File: config.mk
export PLATFORM = sky130hd
export DESIGN_NAME = port_pin_direction_drive_control
export DESIGN_NICKNAME = d
export VERILOG_FILES = /design/src/hdl/pin_ctrl_pkg.sv /design/src/hdl/port_pin_direction_drive_control.sv /design/src/hdl/port_pin_driver.sv
export SDC_FILE = /design/constraint.sdc
export NUM_CORES = 1
export LEC_CHECK = 0
export ABC_AREA = 1
export ABC_CLOCK_PERIOD_IN_PS = 4600
export BUFFER_PORTS_ARGS = -buffer_cell sky130_fd_sc_hd__buf_2
export CAP_MARGIN = 20
export CELL_PAD_IN_SITES_DETAIL_PLACEMENT = 1
export CELL_PAD_IN_SITES_GLOBAL_PLACEMENT = 1
export CORE_MARGIN = 1
export CORE_UTILIZATION = 44
export DETAILED_ROUTE_END_ITERATION = 8
export GPL_TIMING_DRIVEN = 1
export PLACE_DENSITY_LB_ADDON = 0.1
export SETUP_SLACK_MARGIN = 0.4
export SYNTH_ARGS = -nofsm -noshare
export SYNTH_HDL_FRONTEND = slang
export SYNTH_SLANG_ARGS = --single-unit
File: constraint.sdc
create_clock -name sys_clk -period 4.6 [get_ports sys_clk]
set_input_delay 0.23 -clock sys_clk [delete_from_list [all_inputs] [get_ports sys_clk]]
set_output_delay 0.23 -clock sys_clk [all_outputs]
set_load 0.005 [all_outputs]
File: src/hdl/pin_ctrl_pkg.sv
// Shared constants, register map and carrier types for the port pin control block.
package pin_ctrl_pkg;

  // Widths of the bus and the ports.
  localparam int ADDR_W = 5;
  localparam int DATA_W = 8;
  localparam int PORT_W = 8;
  localparam int PD_W = 3;

  // Register indices; every register is one byte wide.
  localparam logic [ADDR_W-1:0] ADR_DIN_B = 5'h00;
  localparam logic [ADDR_W-1:0] ADR_DIN_C = 5'h01;
  localparam logic [ADDR_W-1:0] ADR_DIN_D = 5'h02;
  localparam logic [ADDR_W-1:0] ADR_DOUT_B = 5'h04;
  localparam logic [ADDR_W-1:0] ADR_DOUT_C = 5'h05;
  localparam logic [ADDR_W-1:0] ADR_DOUT_D = 5'h06;
  localparam logic [ADDR_W-1:0] ADR_DIR_B = 5'h08;
  localparam logic [ADDR_W-1:0] ADR_DIR_C = 5'h09;
  localparam logic [ADDR_W-1:0] ADR_DIR_D = 5'h0A;
  localparam logic [ADDR_W-1:0] ADR_DRV_B = 5'h0C;
  localparam logic [ADDR_W-1:0] ADR_DRV_C = 5'h0D;
  localparam logic [ADDR_W-1:0] ADR_DRV_D = 5'h0E;
  localparam logic [ADDR_W-1:0] ADR_OEDEF_B = 5'h10;
  localparam logic [ADDR_W-1:0] ADR_OEDEF_C = 5'h11;
  localparam logic [ADDR_W-1:0] ADR_OEDEF_D = 5'h12;
  localparam logic [ADDR_W-1:0] ADR_PLDDRV_B = 5'h14;
  localparam logic [ADDR_W-1:0] ADR_PLDDRV_C = 5'h15;
  localparam logic [ADDR_W-1:0] ADR_PLDDRV_D = 5'h16;
  localparam logic [ADDR_W-1:0] ADR_CELL_SEL = 5'h18;
  localparam logic [ADDR_W-1:0] ADR_IMC_B = 5'h19;
  localparam logic [ADDR_W-1:0] ADR_IMC_C = 5'h1A;
  localparam logic [ADDR_W-1:0] ADR_MISC = 5'h1C;

  // Reset value of every register and the value of unmapped reads.
  localparam logic [DATA_W-1:0] REG_RESET = 8'h00;

  // Writable bit masks per port; port D has three pins only.
  localparam logic [DATA_W-1:0] ALL_MASK = 8'hFF;
  localparam logic [DATA_W-1:0] PD_MASK = 8'h07;

  // Drive select capabilities per bit.
  localparam logic [DATA_W-1:0] B_OD_MASK = 8'hF0;
  localparam logic [DATA_W-1:0] B_SLEW_MASK = 8'h0F;
  localparam logic [DATA_W-1:0] C_OD_MASK = 8'hFF;
  localparam logic [DATA_W-1:0] C_SLEW_MASK = 8'h00;
  localparam logic [DATA_W-1:0] D_OD_MASK = 8'h00;
  localparam logic [DATA_W-1:0] D_SLEW_MASK = 8'h07;

  // Fields of the miscellaneous configuration register.
  localparam int MISC_JTAG_BIT = 0;
  localparam int MISC_PLD_CLOCK_INPUT_BIT = 1;
  localparam int MISC_CSI_BIT = 2;
  localparam int MISC_POL_LSB = 3;
  localparam logic [DATA_W-1:0] MISC_MASK = 8'h3F;

  // Port C pins taken by the programming port, and port D dedicated pins.
  localparam logic [DATA_W-1:0] JTAG_IN_MASK = 8'h07;
  localparam logic [DATA_W-1:0] JTAG_TDO_MASK = 8'h08;
  localparam int PD_CLK_PIN = 1;
  localparam int PD_CSI_PIN = 2;
  localparam logic [DATA_W-1:0] PD_CLK_MASK = 8'h02;
  localparam logic [DATA_W-1:0] PD_CSI_MASK = 8'h04;

  // Per-port configuration carried from the register file to the pin drivers.
  typedef struct packed {
    logic [PORT_W-1:0] dir;
    logic [PORT_W-1:0] dout;
    logic [PORT_W-1:0] drv;
    logic [PORT_W-1:0] oe_def;
    logic [PORT_W-1:0] pld_drv;
  } port_cfg_t;

  // One register bus request from the signal processor.
  typedef struct packed {
    logic wr;
    logic rd;
    logic [ADDR_W-1:0] addr;
    logic [DATA_W-1:0] wdata;
  } bus_req_t;

endpackage : pin_ctrl_pkg

File: src/hdl/port_pin_direction_drive_control.sv
// Register file and pin control of general ports B, C and D.
//
// Notes on behaviour
// - Without an enable product term, direction bit 0 means input, 1 output.
// - With an enable product term, pin drives if direction bit or term is 1.
// - Port D direction register has only its three low bits active.
// - Open-drain capable pin is open drain when its drive bit is 1, else CMOS.
// - Slew-capable pin uses high slew when its drive bit is 1, else standard.
// - Port B drive bits 7..4 select open drain, bits 3..0 fast slew.
// - Port C drive bits all select open drain; port C has no slew control.
// - Port D drive bits 2..0 select fast slew; bits 7..3 do nothing.
// - Port-B-only cells go to port B; shared cells go to B or C.
// - Port B and C pin inputs reach the array through input macrocells.
// - Port C may carry the programming port, shared with other functions.
// - Port D inputs enter the array directly, without macrocells.
// - Port D pin one may serve as the output macrocell clock input.
// - Chip select input high on port D pin two puts flash in standby.
// - Three external selects, one product term each, polarity configurable.
// - External select pin driver enabled by its enable term or direction bit.
// - External selects use no output macrocell; B or C cells give more.
// - Data in read returns the real level on each pin.
// - Data out drives the pin unless the logic array or the programming port drives it.
// - Bit n of each port register belongs to pin n of that port.
// - All direction bits are 0 after reset, so all pins start as inputs.
`timescale 1ns/1ns
module port_pin_direction_drive_control (
  input wire logic sys_clk, // System clock, 100 MHz.
  input wire logic reset_n, // Asynchronous reset, active low.
  input wire pin_ctrl_pkg::bus_req_t bus_req, // Register read or write request.
  output logic [7:0] bus_rdata, // Read data, valid the cycle after a read.
  input wire logic [7:0] port_b_in, // Port B pin levels.
  output logic [7:0] port_b_out, // Port B output levels.
  output logic [7:0] port_b_oe_n, // Port B output enables, low drives.
  output logic [7:0] port_b_slew_fast, // Port B high slew selects.
  input wire logic [7:0] port_c_in, // Port C pin levels.
  output logic [7:0] port_c_out, // Port C output levels.
  output logic [7:0] port_c_oe_n, // Port C output enables, low drives.
  input wire logic [2:0] port_d_in, // Port D pin levels.
  output logic [2:0] port_d_out, // Port D output levels.
  output logic [2:0] port_d_oe_n, // Port D output enables, low drives.
  output logic [2:0] port_d_slew_fast, // Port D high slew selects.
  input wire logic [7:0] portb_only_output_cells, // Cells that serve port B alone.
  input wire logic [7:0] shared_output_cells, // Cells that serve port B or C.
  input wire logic [7:0] oe_term_b, // Port B output enable product terms.
  input wire logic [7:0] oe_term_c, // Port C output enable product terms.
  input wire logic [2:0] oe_term_d, // Port D output enable product terms.
  input wire logic [2:0] external_select_terms, // One select product term per pin.
  input wire logic imc_capture_b, // Port B macrocell capture product term.
  input wire logic imc_capture_c, // Port C macrocell capture product term.
  output logic [7:0] input_macrocell_b, // Port B inputs to the array.
  output logic [7:0] input_macrocell_c, // Port C inputs to the array.
  output logic [2:0] port_d_array_in, // Port D direct inputs to the array.
  input wire logic jtag_tdo, // Test data out to port C.
  output logic [2:0] jtag_in, // Test mode, clock and data in from port C.
  output logic jtag_active, // Programming port owns its port C pins.
  output logic pld_clock_input, // Macrocell clock taken from port D pin one.
  output logic flash_standby // Flash deselected by the chip select input.
);
  import pin_ctrl_pkg::*;

  // Port registers.
  logic [7:0] dout_b_reg;
  logic [7:0] dout_c_reg;
  logic [7:0] dout_d_reg;
  logic [7:0] dir_b_reg;
  logic [7:0] dir_c_reg;
  logic [7:0] dir_d_reg;
  logic [7:0] port_b_drive_select_reg;
  logic [7:0] port_c_drive_select_reg;
  logic [7:0] port_d_drive_select_reg;
  logic [7:0] oedef_b_reg;
  logic [7:0] oedef_c_reg;
  logic [7:0] oedef_d_reg;
  logic [7:0] plddrv_b_reg;
  logic [7:0] plddrv_c_reg;
  logic [7:0] plddrv_d_reg;
  logic [7:0] cell_sel_reg;
  logic [7:0] imc_b_reg;
  logic [7:0] imc_c_reg;
  logic [7:0] misc_reg;
  logic [7:0] imc_b_data_reg;
  logic [7:0] imc_c_data_reg;
  logic [7:0] rdata_next;

  logic jtag_en;
  logic pld_clock_input_en;
  logic csi_en;
  logic [2:0] ecs_pol;
  logic selected;
  logic wr_hit;
  logic rd_hit;
  logic [7:0] port_d_in_w;

  port_cfg_t cfg_b;
  port_cfg_t cfg_c;
  port_cfg_t cfg_d;
  logic [7:0] pld_b;
  logic [7:0] pld_c;
  logic [7:0] pld_d;
  logic [7:0] force_in_c;
  logic [7:0] force_out_c;
  logic [7:0] force_val_c;
  logic [7:0] force_in_d;
  logic [7:0] d_out_w;
  logic [7:0] d_oe_n_w;
  logic [7:0] d_slew_w;

  // Configuration fields.
  assign jtag_en = misc_reg[MISC_JTAG_BIT];
  assign pld_clock_input_en = misc_reg[MISC_PLD_CLOCK_INPUT_BIT];
  assign csi_en = misc_reg[MISC_CSI_BIT];
  assign ecs_pol = misc_reg[MISC_POL_LSB +: PD_W];
  assign port_d_in_w = {5'h00, port_d_in};

  // A high chip select input parks the flash and the register file, not the pins.
  assign flash_standby = csi_en && port_d_in[PD_CSI_PIN];
  assign selected = !flash_standby;
  assign wr_hit = bus_req.wr && selected;
  assign rd_hit = bus_req.rd && selected;

  // Data out registers; the port D copy keeps its three pins only.
  always_ff @(posedge sys_clk or negedge reset_n) begin
    if (!reset_n) begin
      dout_b_reg <= REG_RESET;
      dout_c_reg <= REG_RESET;
      dout_d_reg <= REG_RESET;
    end else if (wr_hit) begin
      case (bus_req.addr)
        ADR_DOUT_B: dout_b_reg <= bus_req.wdata;
        ADR_DOUT_C: dout_c_reg <= bus_req.wdata;
        ADR_DOUT_D: dout_d_reg <= bus_req.wdata & PD_MASK;
        default: ;
      endcase
    end
  end

  // Direction registers clear to all inputs at reset.
  always_ff @(posedge sys_clk or negedge reset_n) begin
    if (!reset_n) begin
      dir_b_reg <= REG_RESET;
      dir_c_reg <= REG_RESET;
      dir_d_reg <= REG_RESET;
    end else if (wr_hit) begin
      case (bus_req.addr)
        ADR_DIR_B: dir_b_reg <= bus_req.wdata;
        ADR_DIR_C: dir_c_reg <= bus_req.wdata;
        ADR_DIR_D: dir_d_reg <= bus_req.wdata & PD_MASK;
        default: ;
      endcase
    end
  end

  // Drive select registers store capable bits only, so the rest read zero.
  always_ff @(posedge sys_clk or negedge reset_n) begin
    if (!reset_n) begin
      port_b_drive_select_reg <= REG_RESET;
      port_c_drive_select_reg <= REG_RESET;
      port_d_drive_select_reg <= REG_RESET;
    end else if (wr_hit) begin
      case (bus_req.addr)
        ADR_DRV_B: port_b_drive_select_reg <= bus_req.wdata & (B_OD_MASK | B_SLEW_MASK);
        ADR_DRV_C: port_c_drive_select_reg <= bus_req.wdata & C_OD_MASK;
        ADR_DRV_D: port_d_drive_select_reg <= bus_req.wdata & D_SLEW_MASK;
        default: ;
      endcase
    end
  end

  // Enable term definitions and array ownership of each pin.
  always_ff @(posedge sys_clk or negedge reset_n) begin
    if (!reset_n) begin
      oedef_b_reg <= REG_RESET;
      oedef_c_reg <= REG_RESET;
      oedef_d_reg <= REG_RESET;
      plddrv_b_reg <= REG_RESET;
      plddrv_c_reg <= REG_RESET;
      plddrv_d_reg <= REG_RESET;
    end else if (wr_hit) begin
      case (bus_req.addr)
        ADR_OEDEF_B: oedef_b_reg <= bus_req.wdata;
        ADR_OEDEF_C: oedef_c_reg <= bus_req.wdata;
        ADR_OEDEF_D: oedef_d_reg <= bus_req.wdata & PD_MASK;
        ADR_PLDDRV_B: plddrv_b_reg <= bus_req.wdata;
        ADR_PLDDRV_C: plddrv_c_reg <= bus_req.wdata;
        ADR_PLDDRV_D: plddrv_d_reg <= bus_req.wdata & PD_MASK;
        default: ;
      endcase
    end
  end

  // Cell routing, macrocell modes and dedicated pin functions.
  always_ff @(posedge sys_clk or negedge reset_n) begin
    if (!reset_n) begin
      cell_sel_reg <= REG_RESET;
      imc_b_reg <= REG_RESET;
      imc_c_reg <= REG_RESET;
      misc_reg <= REG_RESET;
    end else if (wr_hit) begin
      case (bus_req.addr)
        ADR_CELL_SEL: cell_sel_reg <= bus_req.wdata;
        ADR_IMC_B: imc_b_reg <= bus_req.wdata;
        ADR_IMC_C: imc_c_reg <= bus_req.wdata;
        ADR_MISC: misc_reg <= bus_req.wdata & MISC_MASK;
        default: ;
      endcase
    end
  end

  // Read multiplexer; data in shows the live pin level whoever drives it.
  always_comb begin
    rdata_next = REG_RESET;
    case (bus_req.addr)
      ADR_DIN_B: rdata_next = port_b_in;
      ADR_DIN_C: rdata_next = port_c_in;
      ADR_DIN_D: rdata_next = port_d_in_w;
      ADR_DOUT_B: rdata_next = dout_b_reg;
      ADR_DOUT_C: rdata_next = dout_c_reg;
      ADR_DOUT_D: rdata_next = dout_d_reg;
      ADR_DIR_B: rdata_next = dir_b_reg;
      ADR_DIR_C: rdata_next = dir_c_reg;
      ADR_DIR_D: rdata_next = dir_d_reg;
      ADR_DRV_B: rdata_next = port_b_drive_select_reg;
      ADR_DRV_C: rdata_next = port_c_drive_select_reg;
      ADR_DRV_D: rdata_next = port_d_drive_select_reg;
      ADR_OEDEF_B: rdata_next = oedef_b_reg;
      ADR_OEDEF_C: rdata_next = oedef_c_reg;
      ADR_OEDEF_D: rdata_next = oedef_d_reg;
      ADR_PLDDRV_B: rdata_next = plddrv_b_reg;
      ADR_PLDDRV_C: rdata_next = plddrv_c_reg;
      ADR_PLDDRV_D: rdata_next = plddrv_d_reg;
      ADR_CELL_SEL: rdata_next = cell_sel_reg;
      ADR_IMC_B: rdata_next = imc_b_reg;
      ADR_IMC_C: rdata_next = imc_c_reg;
      ADR_MISC: rdata_next = misc_reg;
      default: rdata_next = REG_RESET;
    endcase
  end

  // Read data is held until the next accepted read.
  always_ff @(posedge sys_clk or negedge reset_n) begin
    if (!reset_n) begin
      bus_rdata <= REG_RESET;
    end else if (rd_hit) begin
      bus_rdata <= rdata_next;
    end
  end

  // Input macrocells: a mode bit of 1 captures on the capture term, 0 follows the pin.
  // A one-cycle sampling delay in follow mode keeps the array input glitch free.
  always_ff @(posedge sys_clk or negedge reset_n) begin
    if (!reset_n) begin
      imc_b_data_reg <= REG_RESET;
      imc_c_data_reg <= REG_RESET;
    end else begin
      for (int i = 0; i < PORT_W; i++) begin
        if (!imc_b_reg[i] || imc_capture_b) begin
          imc_b_data_reg[i] <= port_b_in[i];
        end
        if (!imc_c_reg[i] || imc_capture_c) begin
          imc_c_data_reg[i] <= port_c_in[i];
        end
      end
    end
  end

  assign input_macrocell_b = imc_b_data_reg;
  assign input_macrocell_c = imc_c_data_reg;

  // Port D bypasses the macrocells; pin one may clock the output cells.
  assign port_d_array_in = port_d_in;
  assign pld_clock_input = pld_clock_input_en && port_d_in[PD_CLK_PIN];

  // Programming port pins on port C; the other port C pins keep working.
  assign jtag_active = jtag_en;
  assign jtag_in = jtag_en ? port_c_in[2:0] : 3'h0;
  assign force_in_c = jtag_en ? JTAG_IN_MASK : 8'h00;
  assign force_out_c = jtag_en ? JTAG_TDO_MASK : 8'h00;
  assign force_val_c = jtag_tdo ? JTAG_TDO_MASK : 8'h00;

  // Dedicated port D inputs must never be driven by this end.
  assign force_in_d = (pld_clock_input_en ? PD_CLK_MASK : 8'h00) | (csi_en ? PD_CSI_MASK : 8'h00);

  // A shared cell goes to port B where selected, otherwise it is free for port C.
  always_comb begin
    for (int i = 0; i < PORT_W; i++) begin
      pld_b[i] = cell_sel_reg[i] ? shared_output_cells[i] : portb_only_output_cells[i];
      pld_c[i] = shared_output_cells[i] && !cell_sel_reg[i];
    end
  end

  // External selects: one product term each, optionally inverted, no macrocell used.
  assign pld_d = {5'h00, external_select_terms ^ ecs_pol};

  assign cfg_b = '{dir: dir_b_reg, dout: dout_b_reg, drv: port_b_drive_select_reg,
                   oe_def: oedef_b_reg, pld_drv: plddrv_b_reg};
  assign cfg_c = '{dir: dir_c_reg, dout: dout_c_reg, drv: port_c_drive_select_reg,
                   oe_def: oedef_c_reg, pld_drv: plddrv_c_reg};
  assign cfg_d = '{dir: dir_d_reg, dout: dout_d_reg, drv: port_d_drive_select_reg,
                   oe_def: oedef_d_reg, pld_drv: plddrv_d_reg};

  // Port B driver: open drain on the upper half, slew on the lower half.
  port_pin_driver #(
    .OD_MASK(B_OD_MASK),
    .SLEW_MASK(B_SLEW_MASK)
  ) u_drv_b (
    .sys_clk(sys_clk),
    .reset_n(reset_n),
    .cfg(cfg_b),
    .pld_data(pld_b),
    .oe_term(oe_term_b),
    .force_in(8'h00),
    .force_out(8'h00),
    .force_val(8'h00),
    .pin_out(port_b_out),
    .pin_oe_n(port_b_oe_n),
    .slew_fast(port_b_slew_fast)
  );

  // Port C driver: open drain on every pin, no slew control.
  port_pin_driver #(
    .OD_MASK(C_OD_MASK),
    .SLEW_MASK(C_SLEW_MASK)
  ) u_drv_c (
    .sys_clk(sys_clk),
    .reset_n(reset_n),
    .cfg(cfg_c),
    .pld_data(pld_c),
    .oe_term(oe_term_c),
    .force_in(force_in_c),
    .force_out(force_out_c),
    .force_val(force_val_c),
    .pin_out(port_c_out),
    .pin_oe_n(port_c_oe_n),
    .slew_fast()
  );

  // Port D driver: select pins enabled by their term or direction bit.
  port_pin_driver #(
    .OD_MASK(D_OD_MASK),
    .SLEW_MASK(D_SLEW_MASK)
  ) u_drv_d (
    .sys_clk(sys_clk),
    .reset_n(reset_n),
    .cfg(cfg_d),
    .pld_data(pld_d),
    .oe_term({5'h00, oe_term_d}),
    .force_in(force_in_d),
    .force_out(8'h00),
    .force_val(8'h00),
    .pin_out(d_out_w),
    .pin_oe_n(d_oe_n_w),
    .slew_fast(d_slew_w)
  );

  // Only the three real port D pins leave the block.
  assign port_d_out = d_out_w[PD_W-1:0];
  assign port_d_oe_n = d_oe_n_w[PD_W-1:0];
  assign port_d_slew_fast = d_slew_w[PD_W-1:0];

endmodule : port_pin_direction_drive_control

File: src/hdl/port_pin_driver.sv
// Output driver of one eight-pin port: source select, direction, open drain and slew.
`timescale 1ns/1ns
module port_pin_driver #(
  parameter logic [7:0] OD_MASK = 8'h00,
  parameter logic [7:0] SLEW_MASK = 8'h00
) (
  input wire logic sys_clk, // System clock.
  input wire logic reset_n, // Asynchronous reset, active low.
  input wire pin_ctrl_pkg::port_cfg_t cfg, // Register settings of this port.
  input wire logic [7:0] pld_data, // Logic array output per pin.
  input wire logic [7:0] oe_term, // Output enable product term per pin.
  input wire logic [7:0] force_in, // Pins held as inputs by a dedicated function.
  input wire logic [7:0] force_out, // Pins driven by a dedicated function.
  input wire logic [7:0] force_val, // Level for the dedicated outputs.
  output logic [7:0] pin_out, // Pin output level.
  output logic [7:0] pin_oe_n, // Pin output enable, low while driving.
  output logic [7:0] slew_fast // High slew rate select per pin.
);
  import pin_ctrl_pkg::*;

  // Only slew-capable bits pass the drive select through.
  assign slew_fast = cfg.drv & SLEW_MASK;

  genvar i;
  for (i = 0; i < 8; i++) begin : g_pin
    logic val;
    logic en;
    logic od;
    // The logic array overrides the data out bit wherever it drives the pin.
    assign val = force_out[i] ? force_val[i] : (cfg.pld_drv[i] ? pld_data[i] : cfg.dout[i]);
    // Direction bit alone, or ORed with the product term where one is defined.
    assign en = !force_in[i] &&
                (force_out[i] || cfg.dir[i] || (cfg.oe_def[i] && oe_term[i]));
    assign od = OD_MASK[i] & cfg.drv[i];

    // Open drain only ever pulls low; a high releases the pin to the pull-up.
    always_ff @(posedge sys_clk or negedge reset_n) begin
      if (!reset_n) begin
        pin_out[i] <= 1'b0;
        pin_oe_n[i] <= 1'b1;
      end else begin
        pin_out[i] <= od ? 1'b0 : val;
        pin_oe_n[i] <= !(en && !(od && val));
      end
    end
  end

endmodule : port_pin_driver

==> summary.md <==
| Metric | Value |
|---|---|
| Number of placement rows | 50 |
| RSZ-0062 raised after global routing | no |
| Residual DRC count | 0 |
| Final setup viols | 0 |
| Path category of the worst min-delay check | in -> reg |
| Status | finished clean |
| Static Leak | 5.15 nW |
| Transition time of the tightest slew-check pin | approximately 930 ps |
| DRT antenna net count | 0 |
| # IOs | around 160 |
| Post-Syn Area per Cell | 8.15 um^2 |
| Period utilization | 0.443 |
| Final routed wirelength across all metal layers | between 20,000 and 30,000 um |
| Top fanout value on the critical path | 19 |
| Standard cell with the maximum stage delay on the critical path | nand2_1 |
| Overall via count from detail_route | between 7,000 and 8,000 |
| Largest net degree at the start of global routing | 110 |
| Top cell type's share of synthesized area | 0.491 |
| Top Family by Delay on Critical Path | simple AND/OR/NAND/NOR gates |
| Wire length of the first global-routing pass | 45,200 um |
| Layout Skew | between 10 and 15 ps |
| Req. time, crit path | ~4900 ps |
| Final global-route overflow total | 0 |
| Sinks on the clock net | approximately 190 |
| Resize count post-CTS | 0 |
| Minimum clock period | roughly 2000 ps |
| Worst Hold Depth | 4 |
| DRT Pass-1 Iters | 6 |
| Hold Buf Count CTS | 6 |
| Fraction of power spent switching nets | 0.308 |
| Max_cap viols | 0 |
| CTS max path bufs | 2 |
| Category of the critical setup timing path | reg -> reg |
| Cell depth of the worst flop-to-flop path | 6 |
| Final number of hold-violating endpoints | 0 |
| Area growth from synthesis to layout | 18.6% |
| Flop pwr share | 0.495 |
| Switching Power | 1.41 mW |
| Crit path depth | 6 |
| Sequential cell area | about 4700 um^2 |
| Clock insertion delay at the later pin of the skew report | roughly 440 ps |
| Fill cell instance count of the final layout | between 2,000 and 2,500 |
| TNS Setup | 0 ps |
| 1st-iter DRT viols | ~620 |
| Data arrival time of the worst path | 2340 ps |
| Post-CTS setup-driven buffer insertion count | 0 |
| Sequential fraction of the synthesis area | 0.549 |
| Worst Setup End Kind | flop |
| Core Box Area | approximately 19,000 um^2 |
| Biggest area contributors in the synthesized netlist | dfrtp_1, nand2_1, dfstp_2 |
| Number of antenna violations at the first check in global routing | 0 |
| Total die area | ~20,000 um^2 |
| Clock-pin slew on the worst setup and hold paths | 70 ps |
| Number of antenna cells inserted | 0 |
| DP Wirelength | between 20,000 and 25,000 um |
| Post-layout net count | approximately 1,300 |
| Netlist area before placement | approximately 8600 um^2 |
| Worst hold slack after final layout | 3.57 ps |
| Clock tree from TritonCTS | built |
| Crit-path cells | nand2_1 -> inv_2 -> nor2_4 -> nand2_1 -> nand2_1 -> o21ai_1 |
| Peak Freq | between 400 and 500 MHz |
| TritonCTS buffer count | 17 |
| Number of max-slew violations in the final report | 0 |
| Post-synthesis cell type count | 25 |
| Average via count per standard cell | ~5.4 |
| Chip height | roughly 140 um |
| Clock group share of total power | 0.341 |
| Number of standard cells after synthesis | around 1,100 |
| Die outline width | between 100 and 150 um |
| Share of total power in combinational logic | 0.164 |
| Worst supply voltage drop on vdd | ~270 uV |
| Vias in the first global route | 7,822 |
| Synthesis Warnings | 0 |
| Power density over the cells | ~450 nW/um^2 |
| Area occupied by multi-input gates | ~3400 um^2 |
| Slew HR | 0.377 |
| Synth Register Bits | about 190 |
| Critical Path Source Type | flop |
| Clock Tree Root | clkbuf_16 |
| RePlAce Congestion | between 0.8 and 0.9 |
| Final routed wire length divided by cell count | roughly 20 um |
| Fraction of final layout cells with drive strength greater than 1 | 0.200 |
| Most area-hungry cell type in the Yosys netlist | dfrtp_1 |
| Number of input and output port buffers inserted | approximately 150 |
| Max incr delay on CP | 530 ps |
| Buf/Inv on CP | 1 |
| Internal power of the cells | roughly 3.2 mW |
| CP most frequent cell | nand2_1 |
| Global routing usage summed across all routing layers | 0.303 |
| Depth of the CTS H-tree | 4 |
| Starting density of the core | 0.454 |
[per-layer routing]
layer	part of all wire	wire (um)	vias to the layer above	global-route usage
met2	0.46	13200	254	0.467
met3	0.060	1720	39	0.0513
met1	0.47	13500	3940	0.444
met4	0.014	413	0	0.0730
met5	0	0	-	0
li1	-	-	3658	-
[placed cells by master, fill, tap and decap left out, types with 6 or more instances in the layout]
| master | instances |
|---|---|
| nand4_1 | 14 |
| nor2_4 | 12 |
| dfstp_2 | 19 |
| o21ai_1 | 71 |
| o21bai_1 | 9 |
| buf_2 | 153 |
| o21ai_0 | 89 |
| a31oi_1 | 18 |
| nand2_2 | 11 |
| nand3_1 | 25 |
| nand2_1 | 377 |
| dfrtp_1 | 168 |
| dlygate4sd3_1 | 6 |
| inv_1 | 72 |
| nor2_1 | 72 |
| clkbuf_16 | 17 |
| a21oi_1 | 34 |
[worst register-to-register path, cell delays in order (launching register included)]
cell	delay [ps]
dfrtp_1	400
nand2_1	100
inv_2	60
nor2_4	510
nand2_1	540
nand2_1	210
o21ai_1	90
[power groups by stage]
stage | Clock, mW | Sequential [mW] | Combinational, mW
global placement | 0 | 2.27 | 0.710
CTS | 1.57 | 2.26 | 0.756
detailed placement | 0 | 2.28 | 0.742
floorplan | 0 | 2.21 | 0.404
global route | 1.64 | 2.30 | 0.853
finish | 1.56 | 2.26 | 0.751
[per-stage QoR]
step	total power, mW	instances	utilization	setup WS, ps	area, um^2
after global routing	4.79	1468	0.538	2430	10200
after global placement	2.98	1430	0.502	2470	9490
final	4.57	1468	0.538	2560	10200
after CTS	4.59	1468	0.538	2600	10200
after floorplan	2.61	1055	-	3120	8580
after detailed placement	3.03	1430	0.502	2400	9490
[cell usage after synthesis (all sizes together)]
master / instances
clkbuf: 13
nand3: 27
o21ai: 160
nand4: 14
o211ai: 1
inv: 77
a21oi: 34
dfrtp: 168
nor3: 1
conb: 1
dfstp: 19
nand2: 388
a31oi: 18
nor2: 89
buf: 27
xnor2: 3
o21bai: 9
clkinv: 3
[area by class of cell]
cell class | instances | area share
sequential | 187 | 0.463
multi-input combinational | 748 | 0.331
timing repair buffer | 161 | 0.0846
clock buffer | 18 | 0.0422
tap | 260 | 0.0320
inverter | 80 | 0.0295
clock inverter | 14 | 0.0179
[cell families (layout without fill, tap and decap cells)]
| group | after synthesis | after routing | share of synthesized area |
|---|---|---|---|
| DFF | 187 | 187 | 0.549 |
| buffers and inverters | 120 | 273 | 0.0600 |
| xor gates and xnor gates | 3 | 3 | 0.00307 |
| AOI/OAI and AO/OA | 222 | 222 | 0.135 |
| and+or+nand+nor | 519 | 519 | 0.252 |
| other | 1 | 4 | 0.000438 |
[worst paths after layout]
path	startpoint	end	slack, ps
worst max register to register	misc_reg[2]	port_b_drive_select_reg[3]	2560
worst min register to register	dir_b_reg[2]	u_drv_b.pin_oe_n[2]	430
max in group asynchronous	reset_n	u_drv_b.pin_oe_n[4]	3190
worst max-delay path	misc_reg[2]	port_b_drive_select_reg[3]	2560
worst min-delay path	oe_term_d[2]	u_drv_d.pin_oe_n[2]	4
min in group asynchronous	reset_n	input_macrocell_c[1]	430
No activity file was read; power rests on OpenSTA's default activity.
